$ cat src/logic/alarm_cond_pkg.sv
// constants, field layout and carrier types of the alarm output conditioning block
package alarm_cond_pkg;
  // ==========================================================================
  // register byte offsets
  localparam logic [7:0] OFS_CTRL = 8'h00;
  localparam logic [7:0] OFS_TYPES = 8'h04;
  localparam logic [7:0] OFS_DELAY0 = 8'h08;
  localparam logic [7:0] OFS_HS_CFG = 8'h18;
  localparam logic [7:0] OFS_LBA_TIME = 8'h1c;
  localparam logic [7:0] OFS_LBA_CFG = 8'h20;
  localparam logic [7:0] OFS_STATUS = 8'h24;
  localparam logic [7:0] OFS_IRQ_STATUS = 8'h28;
  localparam logic [7:0] OFS_IRQ_MASK = 8'h2c;
  localparam int NUM_ALARMS = 4;

  // ==========================================================================
  // field positions
  localparam int CTRL_HS_EN_BIT = 0;
  localparam int CTRL_HS_LATCH_BIT = 1;
  localparam int CTRL_HS_ROUTED_BIT = 2;
  localparam int CTRL_KEY_CANCEL_BIT = 3;
  localparam int CTRL_EVENT_CANCEL_BIT = 4;
  localparam int CTRL_ASSIGN_LSB = 8;
  localparam int OFF_DELAY_LSB = 16;
  localparam int HS_SET_LSB = 16;
  localparam int LBA_BAND_LSB = 16;
  localparam int DELAY_W = 10;
  localparam int CUR_W = 10;
  localparam int LBA_TIME_W = 14;
  localparam int LEVEL_W = 14;
  localparam int TEMP_W = 16;

  // ==========================================================================
  // writable bits per register; everything else reads as zero
  localparam logic [31:0] CTRL_MASK = 32'h0000_0f1f;
  localparam logic [31:0] TYPES_MASK = 32'hffff_ffff;
  localparam logic [31:0] DELAY_MASK = 32'h03ff_03ff;
  localparam logic [31:0] HS_CFG_MASK = 32'h03ff_03ff;
  localparam logic [31:0] LBA_TIME_MASK = 32'h0000_3fff;
  localparam logic [31:0] LBA_CFG_MASK = 32'h3fff_3fff;
  localparam logic [31:0] IRQ_MASK_MASK = 32'h0000_003f;

  // ==========================================================================
  // reset values (currents in 0.1 A, temperatures in 0.1 degC)
  localparam logic [31:0] CTRL_RESET = 32'h0000_0001;
  localparam logic [31:0] TYPES_RESET = 32'h0000_0000;
  localparam logic [31:0] DELAY_RESET = 32'h0000_0000;
  localparam logic [31:0] HS_CFG_RESET = 32'h01f4_0001;
  localparam logic [31:0] LBA_TIME_RESET = 32'h0000_0000;
  localparam logic [31:0] LBA_CFG_RESET = 32'h001e_0050;
  localparam logic [CUR_W-1:0] HS_CANCEL_SETTING = 10'h1f4;

  // ==========================================================================
  // alarm type codes
  localparam logic [7:0] TYPE_NONE = 8'h00;
  localparam logic [7:0] TYPE_LBA = 8'h0c;
  localparam logic [7:0] TYPE_PV_RATE = 8'h0d;

  // ==========================================================================
  // timing
  localparam longint SECOND_NS = 1000000000;
  localparam longint CLK_PERIOD_NS = 10;
  localparam int unsigned TICK_CYCLES_DEFAULT = int'(SECOND_NS / CLK_PERIOD_NS);

  // ==========================================================================
  // carriers
  typedef struct packed {
    logic loop_burnout_alarm;
    logic heater_short_alarm;
    logic [NUM_ALARMS-1:0] process;
  } alarm_out_s;

  typedef struct packed {
    logic signed [TEMP_W-1:0] setpoint;
    logic signed [TEMP_W-1:0] process_value;
  } loop_meas_s;

  typedef enum logic [1:0] {
    LBA_IDLE = 2'b01,
    LBA_WATCH = 2'b10
  } lba_state_e;
endpackage

$ cat src/logic/alarm_output_conditioning.sv
// alarm output conditioning: on/off delays, heater short alarm, loop burnout, wishbone registers
module alarm_output_conditioning
  import alarm_cond_pkg::*;
#(
  parameter int unsigned TICK_CYCLES = TICK_CYCLES_DEFAULT
) (
  // clock and reset
  input wire logic clk_i,
  input wire logic rst_i,
  // wishbone slave
  input wire logic [7:0] adr_i,
  input wire logic [31:0] dat_i,
  input wire logic [3:0] sel_i,
  input wire logic we_i,
  input wire logic cyc_i,
  input wire logic stb_i,
  output logic [31:0] dat_o,
  output logic ack_o,
  // measurements and conditions from the controller
  input wire logic [NUM_ALARMS-1:0] alarm_cond_i,
  input wire logic [CUR_W-1:0] heater_current_i,
  input wire logic heater_off_i,
  input wire loop_meas_s loop_meas_i,
  input wire logic setting_level_i,
  // cancel pins
  input wire logic function_key_i,
  input wire logic event_cancel_i,
  // alarm outputs
  output alarm_out_s alarm_o,
  output logic irq_o
);

  // ==========================================================================
  // registers
  logic [31:0] ctrl;
  logic [31:0] types;
  logic [31:0] delay_cfg [NUM_ALARMS];
  logic [31:0] hs_cfg;
  logic [31:0] lba_time;
  logic [31:0] lba_cfg;
  logic [31:0] irq_mask;
  logic [5:0] irq_status;
  logic [31:0] next_rdata;
  logic [31:0] wmask;
  logic bus_req;
  logic bus_wr;
  logic [1:0] delay_idx;
  logic delay_hit;

  function automatic logic [31:0] merge(input logic [31:0] old, input logic [31:0] wd, input logic [31:0] m);
    merge = (old & ~m) | (wd & m);
  endfunction

  assign bus_req = cyc_i & stb_i & ~ack_o;
  assign bus_wr = bus_req & we_i;
  assign wmask = {{8{sel_i[3]}}, {8{sel_i[2]}}, {8{sel_i[1]}}, {8{sel_i[0]}}};
  assign delay_hit = (adr_i[7:2] >= OFS_DELAY0[7:2]) && (adr_i[7:2] < OFS_HS_CFG[7:2]);
  assign delay_idx = 2'(adr_i[7:2] - OFS_DELAY0[7:2]);

  // one-cycle answer; ack drops in the cycle after it is given
  // the registered ack masks the held strobe, so one request is never taken twice
  always_ff @(posedge clk_i) begin
    if (rst_i) begin
      ack_o <= 1'b0;
      dat_o <= 32'h0000_0000;
    end else begin
      ack_o <= bus_req;
      if (bus_req) begin
        dat_o <= next_rdata;
      end
    end
  end

  always_comb begin
    next_rdata = 32'h0000_0000;
    if (delay_hit) begin
      next_rdata = delay_cfg[delay_idx];
    end else begin
      case (adr_i[7:2])
        OFS_CTRL[7:2]: next_rdata = ctrl;
        OFS_TYPES[7:2]: next_rdata = types;
        OFS_HS_CFG[7:2]: next_rdata = hs_cfg;
        OFS_LBA_TIME[7:2]: next_rdata = lba_time;
        OFS_LBA_CFG[7:2]: next_rdata = lba_cfg;
        OFS_STATUS[7:2]: next_rdata = {26'h0000000, alarm_o};
        OFS_IRQ_STATUS[7:2]: next_rdata = {26'h0000000, irq_status};
        OFS_IRQ_MASK[7:2]: next_rdata = irq_mask;
        default: next_rdata = 32'h0000_0000;
      endcase
    end
  end

  always_ff @(posedge clk_i) begin
    if (rst_i) begin
      ctrl <= CTRL_RESET;
      types <= TYPES_RESET;
      hs_cfg <= HS_CFG_RESET;
      lba_time <= LBA_TIME_RESET;
      lba_cfg <= LBA_CFG_RESET;
      irq_mask <= 32'h0000_0000;
      for (int i = 0; i < NUM_ALARMS; i++) begin
        delay_cfg[i] <= DELAY_RESET;
      end
    end else if (bus_wr) begin
      if (delay_hit) begin
        delay_cfg[delay_idx] <= merge(delay_cfg[delay_idx], dat_i, wmask) & DELAY_MASK;
      end
      case (adr_i[7:2])
        OFS_CTRL[7:2]: ctrl <= merge(ctrl, dat_i, wmask) & CTRL_MASK;
        OFS_TYPES[7:2]: types <= merge(types, dat_i, wmask) & TYPES_MASK;
        OFS_HS_CFG[7:2]: hs_cfg <= merge(hs_cfg, dat_i, wmask) & HS_CFG_MASK;
        OFS_LBA_TIME[7:2]: lba_time <= merge(lba_time, dat_i, wmask) & LBA_TIME_MASK;
        OFS_LBA_CFG[7:2]: lba_cfg <= merge(lba_cfg, dat_i, wmask) & LBA_CFG_MASK;
        OFS_IRQ_MASK[7:2]: irq_mask <= merge(irq_mask, dat_i, wmask) & IRQ_MASK_MASK;
        default: ;
      endcase
    end
  end

  // ==========================================================================
  // one-second time base
  // the first tick lands TICK_CYCLES cycles after reset, so the first second after reset is a full one
  logic [31:0] tick_cnt;
  logic tick;

  always_ff @(posedge clk_i) begin
    if (rst_i) begin
      tick_cnt <= 32'h0000_0000;
      tick <= 1'b0;
    end else if (tick_cnt == 32'(TICK_CYCLES - 1)) begin
      tick_cnt <= 32'h0000_0000;
      tick <= 1'b1;
    end else begin
      tick_cnt <= tick_cnt + 32'h0000_0001;
      tick <= 1'b0;
    end
  end

  // ==========================================================================
  // cancel pins: two flip-flops, then edge detect on the settled copy
  logic [1:0] key_sync;
  logic [1:0] event_sync;
  logic key_prev;
  logic event_prev;
  logic latch_cancel;

  always_ff @(posedge clk_i) begin
    if (rst_i) begin
      key_sync <= 2'b00;
      event_sync <= 2'b00;
      key_prev <= 1'b0;
      event_prev <= 1'b0;
    end else begin
      key_sync <= {key_sync[0], function_key_i};
      event_sync <= {event_sync[0], event_cancel_i};
      key_prev <= key_sync[1];
      event_prev <= event_sync[1];
    end
  end

  assign latch_cancel = (ctrl[CTRL_KEY_CANCEL_BIT] & key_sync[1] & ~key_prev)
    | (ctrl[CTRL_EVENT_CANCEL_BIT] & event_sync[1] & ~event_prev);

  // ==========================================================================
  // loop burnout
  // the reference is re-taken each interval, so the flag reflects the latest interval only
  logic lba_mode;
  logic lba_on;
  logic lba_flag;
  lba_state_e lba_state;
  logic [LBA_TIME_W-1:0] lba_timer;
  logic [16:0] ref_dev;
  logic signed [16:0] diff;
  logic [16:0] dev;
  logic [16:0] lba_level;
  logic [16:0] lba_band;

  assign lba_mode = ctrl[CTRL_ASSIGN_LSB] && (types[7:0] == TYPE_LBA);
  assign lba_on = lba_mode && (lba_time[LBA_TIME_W-1:0] != 14'h0000);
  assign diff = 17'(loop_meas_i.setpoint) - 17'(loop_meas_i.process_value);
  assign dev = diff[16] ? 17'(-diff) : 17'(diff);
  assign lba_level = {3'b000, lba_cfg[LEVEL_W-1:0]};
  assign lba_band = {3'b000, lba_cfg[LBA_BAND_LSB +: LEVEL_W]};

  always_ff @(posedge clk_i) begin
    if (rst_i || !lba_on) begin
      lba_state <= LBA_IDLE;
      lba_timer <= 14'h0000;
      ref_dev <= 17'h00000;
      lba_flag <= 1'b0;
    end else begin
      case (lba_state)
        LBA_IDLE: begin
          lba_flag <= 1'b0;
          lba_timer <= 14'h0000;
          if (dev > lba_level) begin
            lba_state <= LBA_WATCH;
            ref_dev <= dev;
          end
        end
        LBA_WATCH: begin
          if (dev <= lba_level) begin
            lba_state <= LBA_IDLE;
            lba_flag <= 1'b0;
          end else if (tick) begin
            if (lba_timer + 14'h0001 >= lba_time[LBA_TIME_W-1:0]) begin
              // reduced by more than the band clears the flag, otherwise burnout
              lba_flag <= ({1'b0, ref_dev} <= {1'b0, dev} + {1'b0, lba_band});
              ref_dev <= dev;
              lba_timer <= 14'h0000;
            end else begin
              lba_timer <= lba_timer + 14'h0001;
            end
          end
        end
        default: lba_state <= LBA_IDLE;
      endcase
    end
  end

  // ==========================================================================
  // heater short alarm
  // a detect wins over a cancel in the same cycle: the short is still present
  logic hs_q;
  logic hs_active;
  logic hs_detect;
  logic hs_release;
  logic [CUR_W-1:0] hs_set;

  assign hs_active = ctrl[CTRL_HS_EN_BIT] & ctrl[CTRL_HS_ROUTED_BIT];
  assign hs_set = hs_cfg[HS_SET_LSB +: CUR_W];
  assign hs_detect = heater_off_i && (heater_current_i >= hs_set);
  assign hs_release = ({1'b0, heater_current_i} + {1'b0, hs_cfg[CUR_W-1:0]}) < {1'b0, hs_set};

  always_ff @(posedge clk_i) begin
    if (rst_i) begin
      hs_q <= 1'b0;
    end else if (!hs_active || setting_level_i) begin
      hs_q <= 1'b0;
    end else if (ctrl[CTRL_HS_LATCH_BIT]) begin
      if (hs_set == HS_CANCEL_SETTING) begin
        hs_q <= 1'b0;
      end else if (hs_detect) begin
        hs_q <= 1'b1;
      end else if (latch_cancel) begin
        hs_q <= 1'b0;
      end
    end else if (hs_detect) begin
      hs_q <= 1'b1;
    end else if (hs_release) begin
      hs_q <= 1'b0;
    end
  end

  // ==========================================================================
  // process alarm on/off delays
  // delays count whole ticks, so a change shows between delay-1 and delay seconds after it
  logic [NUM_ALARMS-1:0] proc_out;

  for (genvar g = 0; g < NUM_ALARMS; g++) begin : g_alarm
    logic out_q;
    logic [DELAY_W-1:0] cnt;
    logic [7:0] type_code;
    logic assigned;
    logic apply;
    logic [DELAY_W-1:0] wait_s;

    assign type_code = types[8*g +: 8];
    assign assigned = ctrl[CTRL_ASSIGN_LSB + g];
    assign apply = assigned && (type_code != TYPE_NONE) && (type_code != TYPE_LBA)
      && (type_code != TYPE_PV_RATE);
    assign wait_s = alarm_cond_i[g] ? delay_cfg[g][DELAY_W-1:0] : delay_cfg[g][OFF_DELAY_LSB +: DELAY_W];
    assign proc_out[g] = out_q;

    always_ff @(posedge clk_i) begin
      if (rst_i) begin
        out_q <= 1'b0;
        cnt <= 10'h000;
      end else if (!assigned || type_code == TYPE_NONE) begin
        out_q <= 1'b0;
        cnt <= 10'h000;
      end else if (g == 0 && lba_mode) begin
        out_q <= lba_flag;
        cnt <= 10'h000;
      end else if (!apply || alarm_cond_i[g] == out_q) begin
        out_q <= alarm_cond_i[g];
        cnt <= 10'h000;
      end else if (wait_s == 10'h000) begin
        out_q <= alarm_cond_i[g];
        cnt <= 10'h000;
      end else if (tick) begin
        if (cnt + 10'h001 >= wait_s) begin
          out_q <= alarm_cond_i[g];
          cnt <= 10'h000;
        end else begin
          cnt <= cnt + 10'h001;
        end
      end
    end
  end

  // ==========================================================================
  // outputs and interrupt
  alarm_out_s next_alarm;
  logic [5:0] rise;
  logic [5:0] irq_clear;

  assign next_alarm = '{loop_burnout_alarm: lba_flag, heater_short_alarm: hs_q, process: proc_out};
  assign rise = next_alarm & ~alarm_o;
  assign irq_clear = (bus_wr && adr_i[7:2] == OFS_IRQ_STATUS[7:2]) ? (dat_i[5:0] & wmask[5:0]) : 6'h00;

  always_ff @(posedge clk_i) begin
    if (rst_i) begin
      alarm_o <= '0;
      irq_status <= 6'h00;
      irq_o <= 1'b0;
    end else begin
      alarm_o <= next_alarm;
      // a new rising edge wins over a clear in the same cycle
      irq_status <= (irq_status & ~irq_clear) | rise;
      irq_o <= |(irq_status & irq_mask[5:0]);
    end
  end

endmodule

$ cat config.mk
export PLATFORM = sky130hd
export DESIGN_NAME = alarm_output_conditioning
export DESIGN_NICKNAME = d
export VERILOG_FILES = /design/src/logic/alarm_cond_pkg.sv /design/src/logic/alarm_output_conditioning.sv
export SDC_FILE = /design/constraint.sdc
export NUM_CORES = 1
export LEC_CHECK = 0
export ABC_AREA = 0
export BUFFER_PORTS_ARGS = -buffer_cell sky130_fd_sc_hd__buf_2
export CAP_MARGIN = 40
export CORE_UTILIZATION = 55
export CTS_CLUSTER_DIAMETER = 50
export DETAILED_ROUTE_END_ITERATION = 8
export PLACE_DENSITY = 0.76
export SLEW_MARGIN = 25
export SYNTH_ARGS = -nofsm -noshare
export SYNTH_HDL_FRONTEND = slang
export SYNTH_SLANG_ARGS = --single-unit
$ cat constraint.sdc
create_clock -name clk_i -period 9.52 [get_ports clk_i]
set_input_delay 1.904 -clock clk_i [delete_from_list [all_inputs] [get_ports clk_i]]
set_output_delay 1.904 -clock clk_i [all_outputs]
set_load 0.02 [all_outputs]
==> flow_metrics.tcl, run 1 <==
set metrics [dict create \
    synth_top_cell_by_area "dfxtp_1" \
    drtIter0Drc 1998 \
    die_area_mm2 0.0389 \
    firstDrtPassIters 8 \
    die-height_um 197 \
    crit_fanout 8 \
    rsz0062_at_grt "no" \
    cts_buffer_depth 3 \
    top_level_ports 139 \
    synth_cell_types 78 \
    finalClockSkew_ns 0.0212 \
    grt_pass1_vias 17762 \
    yosys.area_share.simple 0.204 \
    p_int_mw 2.73 \
    ys_top_cells_by_count "nand2_1 (281), dfxtp_1 (273), nor2_1 (244)" \
    clk_latency_ns 0.58 \
    switching_share 0.276 \
    synth_cells 2403 \
    synth-edff-count 80 \
    leakage_nw 9.67 \
    grt_max_degree 75 \
    hold_path_class "reg -> reg" \
    ys_ff_latch 353 \
    setup_violations 0 \
    power.switching_mw 1.04 \
    postCtsSetupBuffers 0 \
    grt_use_total 0.315 \
    start_util 0.558 \
    hold_violations 0 \
    required_ns 9.99 \
    fin_ws_ns 1.52 \
    numPortBuffers 136 \
    fin_setup_tns_ns 0 \
    wl_per_cell_um 20.3 \
    cts_made_buffers 43 \
    min_period_ns 8.00 \
    maxCapViolCount 0 \
    period_share 0.841 \
    synth_nets 2658 \
    yosys.area.top_type_share 0.260 \
    avgSynthCellArea_um2 8.73 \
    cp-start-kind "primary input" \
    p_per_area_mw_per_mm2 161 \
    clkPwrFrac 0.425 \
    core.rowCount 71 \
    die_width_um 197 \
    grt-ovfl-total 0 \
    finalNetCount 2746 \
    clock.fmax_mhz 125 \
    slowest_stage "o21ai_0" \
    arrival_ns 8.48 \
    synth.area.top_cells "dfxtp_1 (26%), edfxtp_1 (11%), ha_1 (9.1%)" \
    seq_power_share 0.415 \
    cts_resized 0 \
    postCtsHoldBufs 0 \
    post_drt_via_cell_ratio 6.19 \
    synth_area_mm2 0.0210 \
    drc 0 \
    clock_sinks 353 \
    stdcell_area_mm2 0.0235 \
    worstMarginPinSlew_ns 0.908 \
    p_comb_frac 0.160 \
    htreeDepth 2 \
    drt-total-wl_um 61600 \
    final_max_slew_viol_count 0 \
    ant_nets 0 \
    synth_compound_area_frac 0.161 \
    grt_pass1_wl_um 95900 \
    total_power_mw 3.77 \
    ys_seq_area_frac 0.375 \
    ys_warn_count 0 \
    placement.cell_area_mm2 0.0221 \
    synth_most_common_cell "nand2_1" \
    dp_slack_ns 1.07 \
    end_kind "flip-flop" \
    ir_drop_mv 0.212 \
    drive_gt1_frac 0.118 \
    clk_transition_reported_paths_ns 0.06 \
    cts_tree "built" \
    status "complete, no violations" \
    synth-adder-area-share 0.0941 \
    synth_flop_cell "dfxtp_1" \
    root_buffer "clkbuf_16" \
    area_growth_pct 11.9 \
    muxShareOfSynthArea 0.0747 \
    core_mm2 0.0376 \
    gp_congestion 0.982 \
    slowest_delay_ns 0.61 \
    vias 18793 \
    antenna_found_initial 9 \
    synth-xor-area-share 0.0509 \
    synthArstFlopShare 0 \
    path_class "in -> reg" \
    place_hpwl_um 45400 \
    max-slew-margin-rel 0.392 \
    synth_top_family_by_area "simple AND/OR/NAND/NOR gates" \
]
layer usage:
layer	part of all wire	vias up	routed length, um	GRT usage
met4	0.041	8	2550	0.142
met1	0.41	8917	25100	0.412
met3	0.11	175	6730	0.0854
met2	0.44	895	27200	0.487
met5	0.00086	-	53	0
li1	-	8798	-	-
cell usage in the layout, fill, tap and decap left out, types with 57 or more instances in the layout:
master and n:
nand2_1 281, dfxtp_1 273, nor2_1 240, a21oi_1 197, ha_1 153, buf_2 138
inv_1 109, nand3_1 105, mux2i_1 88, edfxtp_1 80, o21ai_0 62, xor2_1 61
xnor2_1 59, a21o_1 57
kinds of logic (layout without fill, tap and decap cells):
family | Yosys count | count (layout)
buf+inv | 226 | 344
flops | 353 | 353
fa+ha+maj | 156 | 156
xor+xnor | 121 | 121
other cells | 0 | 5
mux | 129 | 129
simple gates | 906 | 906
compound gates | 512 | 512
final cells by class:
type	count	area, um2
Multi-Input combinational cell	1824	12300
Fill cell	3202	14100
Inverter	109	409
Clock inverter	18	173
Timing Repair Buffer	160	900
Sequential cell	353	7870
Antenna cell	5	12.5
Clock buffer	57	1210
Tap cell	511	639
worst max-delay path, delay by kind of cell:
family	cells	cell delay, ns
AOI/OAI and AO/OA	18	4.03
buffers and inverters	1	0.10
and+or+nand+nor	5	0.98
adders and majority gates	4	1.24
xor gates and xnor gates	1	0.18
through the flow:
stage	hold WS, ns	instances	util
finish	0.436	3037	0.625
global placement	0.423	2947	0.585
floorplan	0.414	2403	-
detailed placement	0.428	2955	0.587
CTS	0.441	3030	0.624
global route	0.456	3034	0.625
path summary, 6_finish.rpt:
check / start / to / slack [ns] / cells past startpoint
hold reg to reg: key_sync[0] / key_sync[1] / 0.44 / 1
hold / removal: key_sync[0] / key_sync[1] / 0.44 / 1
setup / recovery: loop_meas_i[0] / lba_flag / 1.52 / 29
setup reg to reg: flip-flop / lba_flag / 4.89 / 19
power groups by stage:
stage / registers (mW) / logic (mW) / clock network [mW]
after global placement: 1.59 / 0.565 / 0
after floorplan: 1.59 / 0.427 / 0
after detailed placement: 1.59 / 0.589 / 0
after global routing: 1.56 / 0.662 / 1.68
final: 1.56 / 0.603 / 1.60
after CTS: 1.56 / 0.595 / 1.62
(Power assumes the default switching activity.)
==> inputs of run 2 (changes only) <==
Settings changed: PLACE_DENSITY 0.76 to 0.79.
Clock period 9.52 ns to 6.7 ns, I/O delays scaled along.
==> run 2 against run 1 <==
  * Worst hold slack improved by 0.0098 ns
  * Design area rose by 2.2%
  * Sequential share of layout area fell by 0.73 points
  * Clock skew rose by 0.0022 ns
  * Critical path depth did not move
  * Sequential cell count did not move
  * Via count rose by 2.4%
  * Power rose by 48%
  * First-iteration DRC count rose by 21%
  * Highest routed layer is now met4
==> flow_metrics.tcl, run 2 (synthesis results as in run 1) <==
set metrics [dict create \
    drt-total-wl_um 63200 \
    grt-ovfl-total 0 \
    postCtsHoldBufs 0 \
    drtIter0Drc 2422 \
    vias 19247 \
    hold_violations 0 \
    grt_use_total 0.320 \
    post_drt_via_cell_ratio 6.23 \
    die-height_um 197 \
    start_util 0.558 \
    path_class "in -> reg" \
    finalNetCount 2795 \
    period_share 0.959 \
    clock.fmax_mhz 156 \
    drive_gt1_frac 0.144 \
    area_growth_pct 14.4 \
    final_common_cell "nand2_1" \
    maxCapViolCount 0 \
    seq_power_share 0.398 \
    finalClockSkew_ns 0.0234 \
    switching_share 0.279 \
    hold_path_class "reg -> reg" \
    root_buffer "clkbuf_16" \
    p_comb_frac 0.176 \
    ir_drop_mv 0.171 \
    clk_transition_reported_paths_ns 0.06 \
    grt_max_degree 75 \
    crit_fanout 4 \
    slowest_delay_ns 0.36 \
    setup_violations 0 \
    die_area_mm2 0.0389 \
    firstDrtPassIters 8 \
    numPortBuffers 136 \
    cts_buffer_depth 3 \
    wl_per_cell_um 20.5 \
    grt_pass1_wl_um 98300 \
    arrival_ns 6.89 \
    core_mm2 0.0376 \
    p_int_mw 4.02 \
    fin_cells 3087 \
    htreeDepth 2 \
    clk_latency_ns 0.56 \
    startpoint "loop_meas_i[0]" \
    clkPwrFrac 0.426 \
    final_max_slew_viol_count 0 \
    critical-path-top-delay-family "compound AO/OA/AOI/OAI gates" \
    grt_pass1_vias 18297 \
    leakage_nw 9.98 \
    slowest_stage "fa_2" \
    ant_nets 0 \
    clock_sinks 353 \
    status "complete, no violations" \
    drc 0 \
    gp_congestion 0.968 \
    cts_tree "built" \
    required_ns 7.17 \
    path_buf_inv 1 \
    min_period_ns 6.43 \
    cp-start-kind "primary input" \
    holdCritStartpoint "key_sync[0]" \
    power.switching_mw 1.56 \
    max-slew-margin-rel 0.426 \
    worstMarginPinSlew_ns 0.861 \
    antenna_found_initial 2 \
    place_hpwl_um 46400 \
    cts_made_buffers 42 \
    dp.cells 3000 \
    end_kind "flip-flop" \
    holdWs_ns 0.446 \
    die_width_um 197 \
    top_level_ports 139 \
    final_cell_mix "nand2_1 (279), dfxtp_1 (273), nor2_1 (241)" \
    p_per_area_mw_per_mm2 233 \
    core.rowCount 71 \
]
==> run 2: layer usage <==
| layer | vias up | track usage | wire length (um) | part of all wire |
|---|---|---|---|---|
| met5 | - | 0 | 0 | 0 |
| met4 | 0 | 0.136 | 2650 | 0.042 |
| met3 | 188 | 0.0686 | 7040 | 0.11 |
| met2 | 1018 | 0.506 | 28300 | 0.45 |
| met1 | 9136 | 0.423 | 25200 | 0.40 |
| li1 | 8905 | - | - | - |
==> run 2: power by group through the flow <==
| stage | logic [mW] | registers [mW] | clock network, mW |
|---|---|---|---|
| 2_1_floorplan | 0.611 | 2.26 | 0 |
| 3_3_place_gp | 0.896 | 2.26 | 0 |
| 3_5_place_dp | 0.927 | 2.26 | 0 |
| 4_1_cts | 0.938 | 2.22 | 2.39 |
| 5_1_grt | 1.07 | 2.22 | 2.48 |
| 6_report | 0.983 | 2.22 | 2.38 |
==> run 2: worst paths after layout <==
path            endpoint  slack [ns]  cells past startpoint
max             lba_flag        0.27                     29
min          key_sync[1]        0.45                      1
max reg2reg     lba_flag        2.41                     19
min reg2reg  key_sync[1]        0.45                      1
==> run 2: layout make-up <==
class,count,area [um2]
inverter,109,409
clock buffer,50,1160
sequential,353,7870
timing repair buffer,210,1260
clock inverter,27,287
multi-input combinational,1824,12400
tap,511,639
fill,3045,13600
antenna,3,7.51
==> run 2: what timing repair did <==
item                       in CTS  in global routing
pin swaps                       0                 12
gates resized for setup         1                 19
cloned                          0                  0
setup endpoints to repair       1                  1
setup buffers                   0                  2
==> run 2: through the flow <==
stage / worst slack (ns) / total power [mW] / cell area, um2 / util / TNS, ns
finish: 0.273 / 5.58 / 24000 / 0.639 / 0
CTS: 0.0421 / 5.54 / 23900 / 0.635 / 0
global route: -0.0420 / 5.77 / 24000 / 0.639 / -0.0420
detailed placement: -0.572 / 3.19 / 22400 / 0.596 / -0.572
floorplan: 0.0210 / 2.87 / 21000 / - / 0
global placement: -0.425 / 3.16 / 22300 / 0.595 / -0.425
